### src/logic/catb_pkg.sv
// Shared constants, types and helpers for the counter array timebase and interrupt block.
// Assumes one system clock at 200 MHz and an active-low asynchronous reset.
//
// Notes on behaviour
// - Counter is one 16-bit value held as a high byte and a low byte.
// - Reading the low byte copies the high byte into a snapshot for the next high read.
// - Reads never pause, reset or disturb counting.
// - Timebase 000 sysclk/12, 001 sysclk/4, 010 timer 0 overflow, 100 sysclk.
// - Timebase 011 counts falling edges of the count pin, at most one per four clocks.
// - Timebase 101 counts synchronised external oscillator divided by 8; 11x reserved.
// - Wrap from all ones to zero sets the overflow flag.
// - Overflow flag requests an interrupt only while its enable is one.
// - Overflow flag is never cleared by vectoring; software clears it.
// - With idle suspend at zero, counting continues while the processor idles.
// - Five capture/compare modules, each line reaches its pin only when enabled.
// - Six independent flags: overflow plus one event flag per module.
// - Every flag sets on its trigger whatever its interrupt enable holds.
// - Interrupt request is the OR of each flag gated by its own enable.
// - Every reset enables module 4 as a watchdog.
// - While the watchdog is enabled, access to some registers is refused.
// - Bit 0 of each module mode register is that module's interrupt enable.
// - Module flags are never cleared by vectoring; software clears them.

package catb_pkg;

   localparam int CNT_W   = 16;
   localparam int BYTE_W  = 8;
   localparam int NUM_MOD = 5;
   localparam int TB_W    = 3;

   localparam logic [TB_W-1:0] TB_DIV12 = 3'h0;
   localparam logic [TB_W-1:0] TB_DIV4  = 3'h1;
   localparam logic [TB_W-1:0] TB_T0OVF = 3'h2;
   localparam logic [TB_W-1:0] TB_PINFALL = 3'h3;
   localparam logic [TB_W-1:0] TB_SYS   = 3'h4;
   localparam logic [TB_W-1:0] TB_OSC8  = 3'h5;

   localparam logic [3:0] DIV12_LAST = 4'hb;
   localparam logic [1:0] DIV4_LAST  = 2'h3;
   localparam logic [2:0] OSC8_LAST  = 3'h7;
   localparam logic [1:0] PIN_GAP_LAST = 2'h3;

   localparam int              MODE_IRQ_EN_BIT = 0;
   localparam int              WDT_MODULE      = 4;
   localparam logic [CNT_W-1:0] CNT_RST        = 16'h0000;
   localparam logic [CNT_W-1:0] CNT_ALL_ONES   = 16'hffff;
   localparam logic [TB_W-1:0]  TB_RST         = 3'h0;

   typedef enum logic [1:0] {
      CATB_WDT_ON  = 2'b01,
      CATB_WDT_OFF = 2'b10
   } catb_wdt_state_t;

   typedef struct packed {
      logic [TB_W-1:0] timebase_select;
      logic            idle_suspend;
      logic            overflow_irq_enable;
   } catb_cfg_t;

   typedef struct packed {
      logic              rd_low;
      logic              rd_high;
      logic              wr_low;
      logic              wr_high;
      logic [BYTE_W-1:0] wr_data;
   } catb_access_t;

   function automatic logic catb_gate(input logic [NUM_MOD:0] flags,
                                      input logic [NUM_MOD:0] enables);
      catb_gate = |(flags & enables);
   endfunction

endpackage

### src/logic/catb_tick_gen.sv
// Count source selection for the counter array: one-cycle advance pulses.
// Assumes the pin inputs are synchronous to sys_clk except the external oscillator.

`timescale 1ns/1ps
`default_nettype none

module catb_tick_gen (
   input  wire logic                      sys_clk,
   input  wire logic                      nrst,
   input  wire logic [catb_pkg::TB_W-1:0] timebase_select,
   input  wire logic                      timer0_overflow,
   input  wire logic                      external_count_input,
   input  wire logic                      ext_osc,
   output logic                           tick
);

   // ************************************************
   // Dividers and edge detectors
   // ************************************************
   logic [3:0] div12;
   logic [1:0] div4;
   logic [2:0] osc8;
   logic [1:0] pin_gap;
   logic       pin_prev;
   logic       osc_s1;
   logic       osc_s2;
   logic       osc_s3;

   wire logic div12_hit = (div12 == catb_pkg::DIV12_LAST);
   wire logic div4_hit  = (div4 == catb_pkg::DIV4_LAST);
   wire logic pin_fall  = pin_prev & ~external_count_input & (pin_gap == 2'h0);
   wire logic osc_rise  = osc_s2 & ~osc_s3;
   wire logic osc8_hit  = osc_rise & (osc8 == catb_pkg::OSC8_LAST);

   logic next_tick;
   always_comb begin
      case (timebase_select)
         catb_pkg::TB_DIV12:   next_tick = div12_hit;
         catb_pkg::TB_DIV4:    next_tick = div4_hit;
         catb_pkg::TB_T0OVF:   next_tick = timer0_overflow;
         catb_pkg::TB_PINFALL: next_tick = pin_fall;
         catb_pkg::TB_SYS:     next_tick = 1'b1;
         catb_pkg::TB_OSC8:    next_tick = osc8_hit;
         default:              next_tick = 1'b0;
      endcase
   end

   always_ff @(posedge sys_clk or negedge nrst) begin
      if (!nrst) begin
         div12 <= 4'h0;
         div4 <= 2'h0;
      end else begin
         div12 <= div12_hit ? 4'h0 : div12 + 4'h1;
         div4 <= div4 + 2'h1;
      end
   end

   // A recognised fall blocks further ones for three clocks, so the rate stays at sysclk/4.
   always_ff @(posedge sys_clk or negedge nrst) begin
      if (!nrst) begin
         pin_prev <= 1'b1;
         pin_gap <= 2'h0;
      end else begin
         pin_prev <= external_count_input;
         if (pin_fall) begin
            pin_gap <= catb_pkg::PIN_GAP_LAST;
         end else if (pin_gap != 2'h0) begin
            pin_gap <= pin_gap - 2'h1;
         end
      end
   end

   // The oscillator is asynchronous; only osc_s2 and later stages feed logic.
   always_ff @(posedge sys_clk or negedge nrst) begin
      if (!nrst) begin
         osc_s1 <= 1'b0;
         osc_s2 <= 1'b0;
         osc_s3 <= 1'b0;
         osc8 <= 3'h0;
      end else begin
         osc_s1 <= ext_osc;
         osc_s2 <= osc_s1;
         osc_s3 <= osc_s2;
         if (osc_rise) begin
            osc8 <= osc8 + 3'h1;
         end
      end
   end

   always_ff @(posedge sys_clk or negedge nrst) begin
      if (!nrst) begin
         tick <= 1'b0;
      end else begin
         tick <= next_tick;
      end
   end
endmodule // catb_tick_gen

`default_nettype wire

### src/logic/catb_counter_array.sv
// Counter array 16-bit counter, overflow and module event flags, interrupt request, watchdog lock.
// Assumes host access strobes are one-cycle pulses synchronous to sys_clk.

`timescale 1ns/1ps
`default_nettype none

module catb_counter_array (
   input  wire logic                                    sys_clk,
   input  wire logic                                    nrst,
   input  wire catb_pkg::catb_access_t                  host_access,
   input  wire logic                                    cfg_write,
   input  wire catb_pkg::catb_cfg_t                     array_mode_register,
   input  wire logic                                    watchdog_disable,
   input  wire logic                                    clear_overflow_flag,
   input  wire logic [catb_pkg::NUM_MOD-1:0]            clear_module_flag,
   input  wire logic [catb_pkg::NUM_MOD-1:0]            module_event,
   input  wire logic [catb_pkg::NUM_MOD-1:0][7:0]       module_mode_register,
   input  wire logic [catb_pkg::NUM_MOD-1:0]            module_line_drive,
   input  wire logic [catb_pkg::NUM_MOD-1:0]            module_line_enable,
   input  wire logic                                    cpu_idle,
   input  wire logic                                    timer0_overflow,
   input  wire logic                                    external_count_input,
   input  wire logic                                    ext_osc,
   output logic [catb_pkg::CNT_W-1:0]                   count_value,
   output logic [catb_pkg::BYTE_W-1:0]                  read_data,
   output logic                                         read_valid,
   output catb_pkg::catb_cfg_t                          mode_readback,
   output logic                                         count_overflow_flag,
   output logic [catb_pkg::NUM_MOD-1:0]                 module_event_flag,
   output logic                                         irq_request,
   output logic                                         watchdog_active,
   output logic                                         access_refused,
   output logic [catb_pkg::NUM_MOD-1:0]                 module_io_line,
   output logic [catb_pkg::NUM_MOD-1:0]                 module_io_line_oe_n
);

   // ************************************************
   // Watchdog lock
   // ************************************************
   catb_pkg::catb_wdt_state_t wdt_state;
   catb_pkg::catb_wdt_state_t next_wdt_state;

   wire logic wdt_on = (wdt_state == catb_pkg::CATB_WDT_ON);

   always_comb begin
      case (wdt_state)
         catb_pkg::CATB_WDT_ON: begin
            next_wdt_state = watchdog_disable ? catb_pkg::CATB_WDT_OFF
                                              : catb_pkg::CATB_WDT_ON;
         end
         catb_pkg::CATB_WDT_OFF: next_wdt_state = catb_pkg::CATB_WDT_OFF;
         default:                next_wdt_state = catb_pkg::CATB_WDT_ON;
      endcase
   end

   // Only a reset turns the watchdog back on, so a runaway program cannot unlock and relock it.
   always_ff @(posedge sys_clk or negedge nrst) begin
      if (!nrst) begin
         wdt_state <= catb_pkg::CATB_WDT_ON;
      end else begin
         wdt_state <= next_wdt_state;
      end
   end

   // ************************************************
   // Configuration
   // ************************************************
   catb_pkg::catb_cfg_t cfg;

   wire logic wr_low_ok   = host_access.wr_low & ~wdt_on;
   wire logic wr_high_ok  = host_access.wr_high & ~wdt_on;
   wire logic cfg_wr_ok   = cfg_write & ~wdt_on;
   wire logic any_refused = wdt_on & (host_access.wr_low | host_access.wr_high | cfg_write);

   always_ff @(posedge sys_clk or negedge nrst) begin
      if (!nrst) begin
         cfg <= '{timebase_select: catb_pkg::TB_RST, idle_suspend: 1'b0,
                  overflow_irq_enable: 1'b0};
      end else if (cfg_wr_ok) begin
         cfg <= array_mode_register;
      end
   end

   // ************************************************
   // Timebase
   // ************************************************
   logic tick;

   catb_tick_gen u_tick_gen (
      .sys_clk              (sys_clk),
      .nrst                 (nrst),
      .timebase_select      (cfg.timebase_select),
      .timer0_overflow      (timer0_overflow),
      .external_count_input (external_count_input),
      .ext_osc              (ext_osc),
      .tick                 (tick)
   );

   // ************************************************
   // Counter and snapshot
   // ************************************************
   logic [catb_pkg::CNT_W-1:0]  count;
   logic [catb_pkg::BYTE_W-1:0] snapshot;

   wire logic idle_hold = cpu_idle & cfg.idle_suspend;
   wire logic advance   = tick & ~idle_hold & ~wr_low_ok & ~wr_high_ok;
   wire logic wrap      = advance & (count == catb_pkg::CNT_ALL_ONES);

   logic [catb_pkg::CNT_W-1:0] next_count;
   always_comb begin
      if (wr_low_ok) begin
         next_count = {count[15:8], host_access.wr_data};
      end else if (wr_high_ok) begin
         next_count = {host_access.wr_data, count[7:0]};
      end else if (advance) begin
         next_count = count + 16'h0001;
      end else begin
         next_count = count;
      end
   end

   always_ff @(posedge sys_clk or negedge nrst) begin
      if (!nrst) begin
         count <= catb_pkg::CNT_RST;
      end else begin
         count <= next_count;
      end
   end

   // Reads only touch the snapshot and the read port, never the counter itself.
   always_ff @(posedge sys_clk or negedge nrst) begin
      if (!nrst) begin
         snapshot <= 8'h00;
         read_data <= 8'h00;
         read_valid <= 1'b0;
      end else begin
         read_valid <= host_access.rd_low | host_access.rd_high;
         if (host_access.rd_low) begin
            snapshot <= count[15:8];
            read_data <= count[7:0];
         end else if (host_access.rd_high) begin
            read_data <= snapshot;
         end
      end
   end

   // ************************************************
   // Event flags and interrupt request
   // ************************************************
   logic [catb_pkg::NUM_MOD-1:0] module_irq_enable;
   always_comb begin
      for (int i = 0; i < catb_pkg::NUM_MOD; i++) begin
         module_irq_enable[i] = module_mode_register[i][catb_pkg::MODE_IRQ_EN_BIT];
      end
   end

   // Set wins over a clear in the same cycle so no event is dropped.
   wire logic next_ovf = wrap | (count_overflow_flag & ~clear_overflow_flag);
   wire logic [catb_pkg::NUM_MOD-1:0] next_mod_flag =
      module_event | (module_event_flag & ~clear_module_flag);

   wire logic next_irq = catb_pkg::catb_gate({next_mod_flag, next_ovf},
                                            {module_irq_enable, cfg.overflow_irq_enable});

   always_ff @(posedge sys_clk or negedge nrst) begin
      if (!nrst) begin
         count_overflow_flag <= 1'b0;
         module_event_flag <= 5'h00;
         irq_request <= 1'b0;
      end else begin
         count_overflow_flag <= next_ovf;
         module_event_flag <= next_mod_flag;
         irq_request <= next_irq;
      end
   end

   // ************************************************
   // Module lines and status outputs
   // ************************************************
   wire logic [catb_pkg::NUM_MOD-1:0] line_on = module_line_enable;

   always_ff @(posedge sys_clk or negedge nrst) begin
      if (!nrst) begin
         module_io_line <= 5'h00;
         module_io_line_oe_n <= 5'h1f;
      end else begin
         module_io_line <= module_line_drive & line_on;
         module_io_line_oe_n <= ~line_on;
      end
   end

   always_ff @(posedge sys_clk or negedge nrst) begin
      if (!nrst) begin
         count_value <= catb_pkg::CNT_RST;
         mode_readback <= '{timebase_select: catb_pkg::TB_RST, idle_suspend: 1'b0,
                            overflow_irq_enable: 1'b0};
         watchdog_active <= 1'b1;
         access_refused <= 1'b0;
      end else begin
         count_value <= next_count;
         mode_readback <= cfg_wr_ok ? array_mode_register : cfg;
         watchdog_active <= (next_wdt_state == catb_pkg::CATB_WDT_ON);
         access_refused <= any_refused;
      end
   end
endmodule // catb_counter_array

`default_nettype wire

### config.mk
export PLATFORM = sky130hd
export DESIGN_NAME = catb_counter_array
export DESIGN_NICKNAME = d
export VERILOG_FILES = /design/src/logic/catb_pkg.sv /design/src/logic/catb_tick_gen.sv /design/src/logic/catb_counter_array.sv
export SDC_FILE = /design/constraint.sdc
export NUM_CORES = 1
export LEC_CHECK = 0
export ABC_AREA = 1
export BUFFER_PORTS_ARGS = -buffer_cell sky130_fd_sc_hd__buf_2
export CAP_MARGIN = 15
export CORE_MARGIN = 3
export CORE_UTILIZATION = 54
export CTS_BUF_LIST = sky130_fd_sc_hd__clkbuf_8
export CTS_CLUSTER_SIZE = 40
export DETAILED_ROUTE_END_ITERATION = 7
export GPL_TIMING_DRIVEN = 0
export PLACE_DENSITY_LB_ADDON = 0.1
export SLEW_MARGIN = 10
export SYNTH_ARGS = -nofsm -noshare
export SYNTH_HDL_FRONTEND = slang
export SYNTH_SLANG_ARGS = --single-unit
### constraint.sdc
create_clock -name sys_clk -period 2.2 [get_ports sys_clk]
set_input_delay 0.22 -clock sys_clk [delete_from_list [all_inputs] [get_ports sys_clk]]
set_output_delay 0.22 -clock sys_clk [all_outputs]
set_load 0.03 [all_outputs]
==> run metrics, run 1 <==
DR WL/cell=13.4 microns; CTS tree=yes; share of flip-flops with an asynchronous set or reset=100%; Post-Syn Area=between 3000 and 4000 sq um; leakage=between 0.002 and 0.0025 uW; Vias=between 3000 and 4000; placed cell area=slightly above 4000 sq um; GR Overflow Total=0; Port Buf Inserts=approximately 100; Final Hold Fails=0; Top Ports=135; Main synth FF type=dfrtp_1; initial DRC count=158; crit end category=flip-flop; Max Transition Viols Final=0; clock share of power=a little over a quarter; run status=complete, no violations; RSZ-0062 raised after global routing=false; Worst EP arrival=1.96 ns; Die ar.=between 7000 and 8000 sq um; Setup CP Type=reg -> reg; root buffer cell=clkbuf_8; Finished Cell Area=roughly 4300 sq um; antenna diode count=0; maxcap violations=0; count of different cell masters after synthesis=30; Synth top area share=between 40% and 50%; GP Congestion=between 0.8 and 0.9; Total Nets Final=around 600; Max VDD drop=0.520 mV; Int Power=2330 uW; DP HPWL=between 6 and 7 mm; CP max FO=9; Synth area leaders=dfrtp_1 49%, nand2_1 12%, inv_1 6.3%; Setup crit start kind=flip-flop; Total GRT Usage=23.2%; cell accounting for the most synthesized area=dfrtp_1; Final Cycle Share=about 76%; Seq pwr share=48.1%; Peak Freq=between 600 and 700 MHz; initial core utilization=~57%; final setup violating endpoints=0; largest net degree at the start of global routing=41; Psw=between 1000 and 1500 uW; fill cell count=roughly 490; clock period minus worst slack=between 1.5 and 2 ns; vias in the first global route=between 3000 and 4000; row count=28; Synth Instances=slightly below 400; clk buf depth=2; final core utilization=71.3%; Setup Skew=0.00659 ns; setup bufs post-CTS=0; layout cell share with drive strength beyond 1=about 29%; total negative slack=0 ns; most instantiated cells after synthesis=113 x nand2_1, 67 x dfrtp_1, 58 x inv_1, 26 x nor2_1, 20 x o21ai_0; Pre-antenna DRT Iters=4; Hold Path Class=in -> reg; EDFF count, synth=0; Final ANT Viol Nets=0; clk sinks=75; initial antenna violation count=0; Die X=85.9 microns; routed wire length=7.99 mm; Mean Syn Cell Area=between 8 and 9 sq um; count leader, synth=nand2_1; H-tree depth=3; Least-Margin Pin Slew=approximately 0.52 ns; Syn. warnings=0; Via density=slightly above 5; Post-Syn Nets=492; Seq/Total Area, Yosys=between 50% and 60%; PwrDens=just over 800 nW/um^2; Yosys reg bits=75; Switching Fraction=roughly 34%; TritonCTS Buffers=9; # DRC=0; die span in y=85.9 microns; Area Overhead vs Synth=25.3%; core area=approximately 6000 sq um; slew margin rel.=about two thirds; later-pin clock latency in the skew report=around 0.35 ns; Gate power share=24.7%; first-pass GRT wire length=between 10 and 15 mm; CP required=around 2.5 ns; clock edge transition at the registers on the reported setup and hold paths=0.07 ns
==> cell usage in the layout, fill, tap and decap left out, types with 2 or more instances in the layout <==
master,count
nand2_2,4
dfstp_2,8
o221ai_1,5
dfrtp_1,67
nor2_2,5
ha_1,8
o21ai_0,20
a21oi_1,16
nand4_1,4
a22oi_1,5
o211ai_1,3
o21ai_1,4
clkinv_2,4
o21bai_1,6
nand3_1,19
dlygate4sd3_1,8
nor3_1,3
inv_1,58
buf_2,100
nor2_1,26
clkbuf_1,2
mux2_2,5
inv_2,7
clkbuf_8,11
nand2_1,113
==> power by group through the flow <==
stage	Combinational, uW	Clock, uW	Sequential (uW)
floorplan	376	0	1910
global placement	839	0	1720
detailed placement	872	0	1730
CTS	886	975	1710
global route	981	1040	1730
finish	877	966	1710
==> cell families after synthesis <==
group | Yosys count | synth area share (%)
multiplexers | 5 | 1.63
AND/OR/NAND/NOR | 177 | 21.6
buffers and inverters | 70 | 7.91
XOR/XNOR | 1 | 0.254
flip-flops | 75 | 54.7
adder cells (fa/ha/maj) | 8 | 2.90
AO/OA/AOI/OAI | 62 | 11.0
==> sequential cells by signal, indices dropped and copies added (netlist names), 4 cells and up <==
name and flops:
module_io_line_oe_n 5, mode_readback 5, read_data 8, snapshot 8
module_io_line 5, module_event_flag 5, u_tick_gen.div12 4, count_value 16
==> path summary, 6_finish.rpt <==
kind                                             start                                to  slack, ns  depth (start not counted)
max in group asynchronous                         nrst  module_io_line_oe_n[1]$_DFF_PN1_       1.22                          3
min reg2reg                u_tick_gen.osc_s1$_DFF_PN0_       u_tick_gen.osc_s2$_DFF_PN0_       0.37                          0
min in group asynchronous                         nrst            wdt_state[1]$_DFF_PN0_       0.36                          2
max reg2reg                     wdt_state[0]$_DFF_PN1_        count_value[4]$_DFFE_PN0P_       0.54                          9
max                             wdt_state[0]$_DFF_PN1_        count_value[4]$_DFFE_PN0P_       0.54                          9
min                               module_line_drive[0]       module_io_line[0]$_DFF_PN0_       0.05                          3
==> stage by stage <==
step	total power, uW	std cells	setup slack (ns)	hold WS [ns]
floorplan	2290	398	0.682	-0.0756
global placement	2560	572	0.465	0.330
detailed placement	2600	573	0.561	0.213
CTS	3570	597	0.530	0.0477
global route	3750	597	0.397	0.0659
finish	3550	597	0.539	0.0504
==> layer usage <==
layer  GRT usage (%)  wire length [microns]  vias to the layer above
met1            29.5                   3590                     1424
met5               0                      0                        -
met4            10.1                    108                        0
met3            5.96                    573                       13
met2            37.4                   3710                       92
li1                -                      -                     1501
==> final cells by class <==
type | count | area [sq um] | area share, %
Sequential cell | 75 | 1890 | 43.7
Timing Repair Buffer | 108 | 598 | 13.8
Clock buffer | 11 | 151 | 3.51
Buffer | 5 | 28.8 | 0.666
Tap cell | 75 | 93.8 | 2.17
Multi-Input combinational cell | 253 | 1290 | 29.8
Clock inverter | 5 | 27.5 | 0.637
Inverter | 65 | 244 | 5.65
==> critical path, stage by stage, from the launching register on <==
cell,delay (ns)
dfstp_2,0.53
ha_1,0.21
inv_2,0.10
o21ai_2,0.12
nand2_2,0.11
nand2_2,0.18
inv_2,0.10
o21ai_1,0.12
nand2_1,0.07
nand2_1,0.06
==> timing repair <==
item,CTS,global route
resized for setup,0,0
hold endpoints to repair,40,0
hold buffers,8,0
(Power assumes the default switching activity.)
==> run 2: changes to the inputs <==
--- a/config.mk
+++ b/config.mk
@@ -9,7 +9,7 @@
 export BUFFER_PORTS_ARGS = -buffer_cell sky130_fd_sc_hd__buf_2
 export CAP_MARGIN = 15
 export CORE_MARGIN = 3
-export CORE_UTILIZATION = 54
+export CORE_UTILIZATION = 45
 export CTS_BUF_LIST = sky130_fd_sc_hd__clkbuf_8
 export CTS_CLUSTER_SIZE = 40
 export DETAILED_ROUTE_END_ITERATION = 7
==> constraint.sdc (replaced) <==
create_clock -name sys_clk -period 1.4 [get_ports sys_clk]
set_input_delay 0.14 -clock sys_clk [delete_from_list [all_inputs] [get_ports sys_clk]]
set_output_delay 0.14 -clock sys_clk [all_outputs]
set_load 0.03 [all_outputs]
==> run 2 against run 1 <==
  * The flow now finishes with violations (negative setup slack)
  * Clock power grew 82%
  * Maximum frequency grew 11%
  * Sequential share of layout area shrank 3.7 points
  * Global-route usage shrank 1.6 points
  * Total power grew 68%
  * Critical path depth grew 1
  * Final cell count grew 7.9%
  * Largest cell class unchanged
==> run metrics, run 2 (synthesized netlist as in run 1, its figures left out) <==
layout cell share with drive strength beyond 1=33.8% (+4.6 points); Total GRT Usage=21.6% (-1.6 points); clk buf depth=2 (unchanged); Final ANT Viol Nets=0 (unchanged); Top reg by flops=count_value; commonest non-fill, non-tap cell in the layout=nand2_1; GR Overflow Total=0 (unchanged); CP max FO=6 (-3); crit end category=flip-flop; Final Hold Fails=0 (unchanged); leakage=0.00249 uW (+5.4%); Max Transition Viols Final=0 (unchanged); maxcap violations=0 (unchanged); Area Overhead vs Synth=37.6%; Worst Slack Setup Final=-0.0936 ns (-0.632 ns); routed wire length=8.99 mm (+13%); PwrDens=1260 nW/um^2 (+53%); run status=finished with violations; Setup CP Type=reg -> reg; final core utilization=64.7% (-6.5 points); max reg flops=16 (unchanged); Hold Path Class=in -> reg; Peak Freq=670 MHz (+11%); Via density=4.94 (-2.6%); later-pin clock latency in the skew report=0.35 ns (about the same); DR WL/cell=14.0 microns (+4.4%); largest net degree at the start of global routing=48 (+17%); root buffer cell=clkbuf_8; final setup violating endpoints=16 (+16); Hold Slack=0.0134 ns (-0.0370 ns); CTS tree=yes; vias in the first global route=3126 (+3.4%); antenna diode count=0 (unchanged); TritonCTS Buffers=9 (unchanged); Total Nets Final=634 (+3.8%); slew margin rel.=67.3% (+2.1 points); initial DRC count=191 (+21%); GP Congestion=0.905 (+3.3%); die span in y=93.5 microns (+8.9%); # DRC=0 (unchanged); Largest regs=count_value (16), read_data (8), snapshot (8); Least-Margin Pin Slew=0.489 ns (-0.0313 ns); core area=7330 sq um (+21%); H-tree depth=3 (unchanged); Vias=3184 (+5.1%); Setup crit start kind=flip-flop; Final Cycle Share=107% (+31 points); clk sinks=75 (unchanged); clock edge transition at the registers on the reported setup and hold paths=0.09 ns (+0.02 ns); Max VDD drop=0.647 mV (+24%); initial antenna violation count=0 (unchanged); Top Ports=135 (unchanged); CP required=1.69 ns (-0.81 ns); Worst EP arrival=1.79 ns (-0.17 ns); DP HPWL=6.33 mm (+4.1%); row count=31 (+11%); Setup Skew=0.00844 ns (+0.00185 ns); Die ar.=8750 sq um (+19%); clock period minus worst slack=1.49 ns (-0.168 ns); initial core utilization=47.0% (-9.9 points); Pre-antenna DRT Iters=4 (unchanged); most frequent cells in the layout=111 x nand2_1, 100 x buf_2, 60 x dfrtp_1; Port Buf Inserts=99 (unchanged); first-pass GRT wire length=14.6 mm (+8.3%); Die X=93.5 microns (+8.9%); RSZ-0062 raised after global routing=true; failing checks=negative setup slack
run 2: final timing paths:
kind                                               endpoint                   startpoint  cells after the start  slack, ns
setup reg to reg                 count_value[9]$_DFFE_PN0P_       wdt_state[0]$_DFF_PN1_                     10      -0.09
max in group asynchronous  module_io_line_oe_n[1]$_DFF_PN1_                         nrst                      3       0.53
min in group asynchronous          read_data[3]$_DFFE_PN0P_                         nrst                      2       0.24
hold / removal               module_event_flag[3]$_DFF_PN0_              module_event[3]                      2       0.01
setup / recovery                 count_value[9]$_DFFE_PN0P_       wdt_state[0]$_DFF_PN1_                     10      -0.09
hold reg to reg                 u_tick_gen.osc_s2$_DFF_PN0_  u_tick_gen.osc_s1$_DFF_PN0_                      0       0.36
run 2: what timing repair did:
item	CTS	global route
hold buffers	19	1
resized for setup	14	21
gates cloned	1	0
setup buffers	9	1
pin swaps	8	6
endpoints found under the hold margin	41	1
endpoints found under the setup margin	19	20
run 2: power breakdown:
group          internal [uW]  switching [uW]
clock network            854             910
logic                    547             954
registers               2470             234
total                   3870            2100
run 2: stage by stage:
stage,TNS (ns),cells,setup WS [ns],area (sq um),power (uW)
CTS,-0.931,642,-0.0984,4660,5960
global route,-1.89,644,-0.144,4750,6310
detailed placement,-2.16,597,-0.185,4130,4120
finish,-0.912,644,-0.0936,4750,5970
floorplan,0,398,0.00150,3480,3600
global placement,-22.01,596,-0.427,4100,4060
run 2: area by class of cell:
class | count | area [sq um]
multi-input cells | 253 | 1410
flip-flops and latches | 75 | 1900
well taps | 99 | 124
repair buffers | 131 | 810
clock inverters | 7 | 85.1
inverters | 65 | 262
clock buffers | 9 | 124
plain buffers | 5 | 35.0
fillers | 623 | 2580
run 2: layer usage:
metal | share of wire, % | wire, microns | vias to the layer above | GRT usage, %
li1 | - | - | 1560 | -
met1 | 42 | 3740 | 1472 | 26.5
met2 | 47 | 4260 | 130 | 35.9
met3 | 8.8 | 789 | 22 | 6.84
met4 | 2.3 | 204 | 0 | 7.34
met5 | 0 | 0 | - | 0
run 2: critical path, stage by stage, from the launching register on:
cell	delay (ns)
dfstp_2	0.56
ha_4	0.15
inv_6	0.06
nand2_8	0.07
inv_8	0.03
a21oi_4	0.16
inv_4	0.07
buf_6	0.14
nor2_4	0.08
nand2_2	0.06
nand2_1	0.06
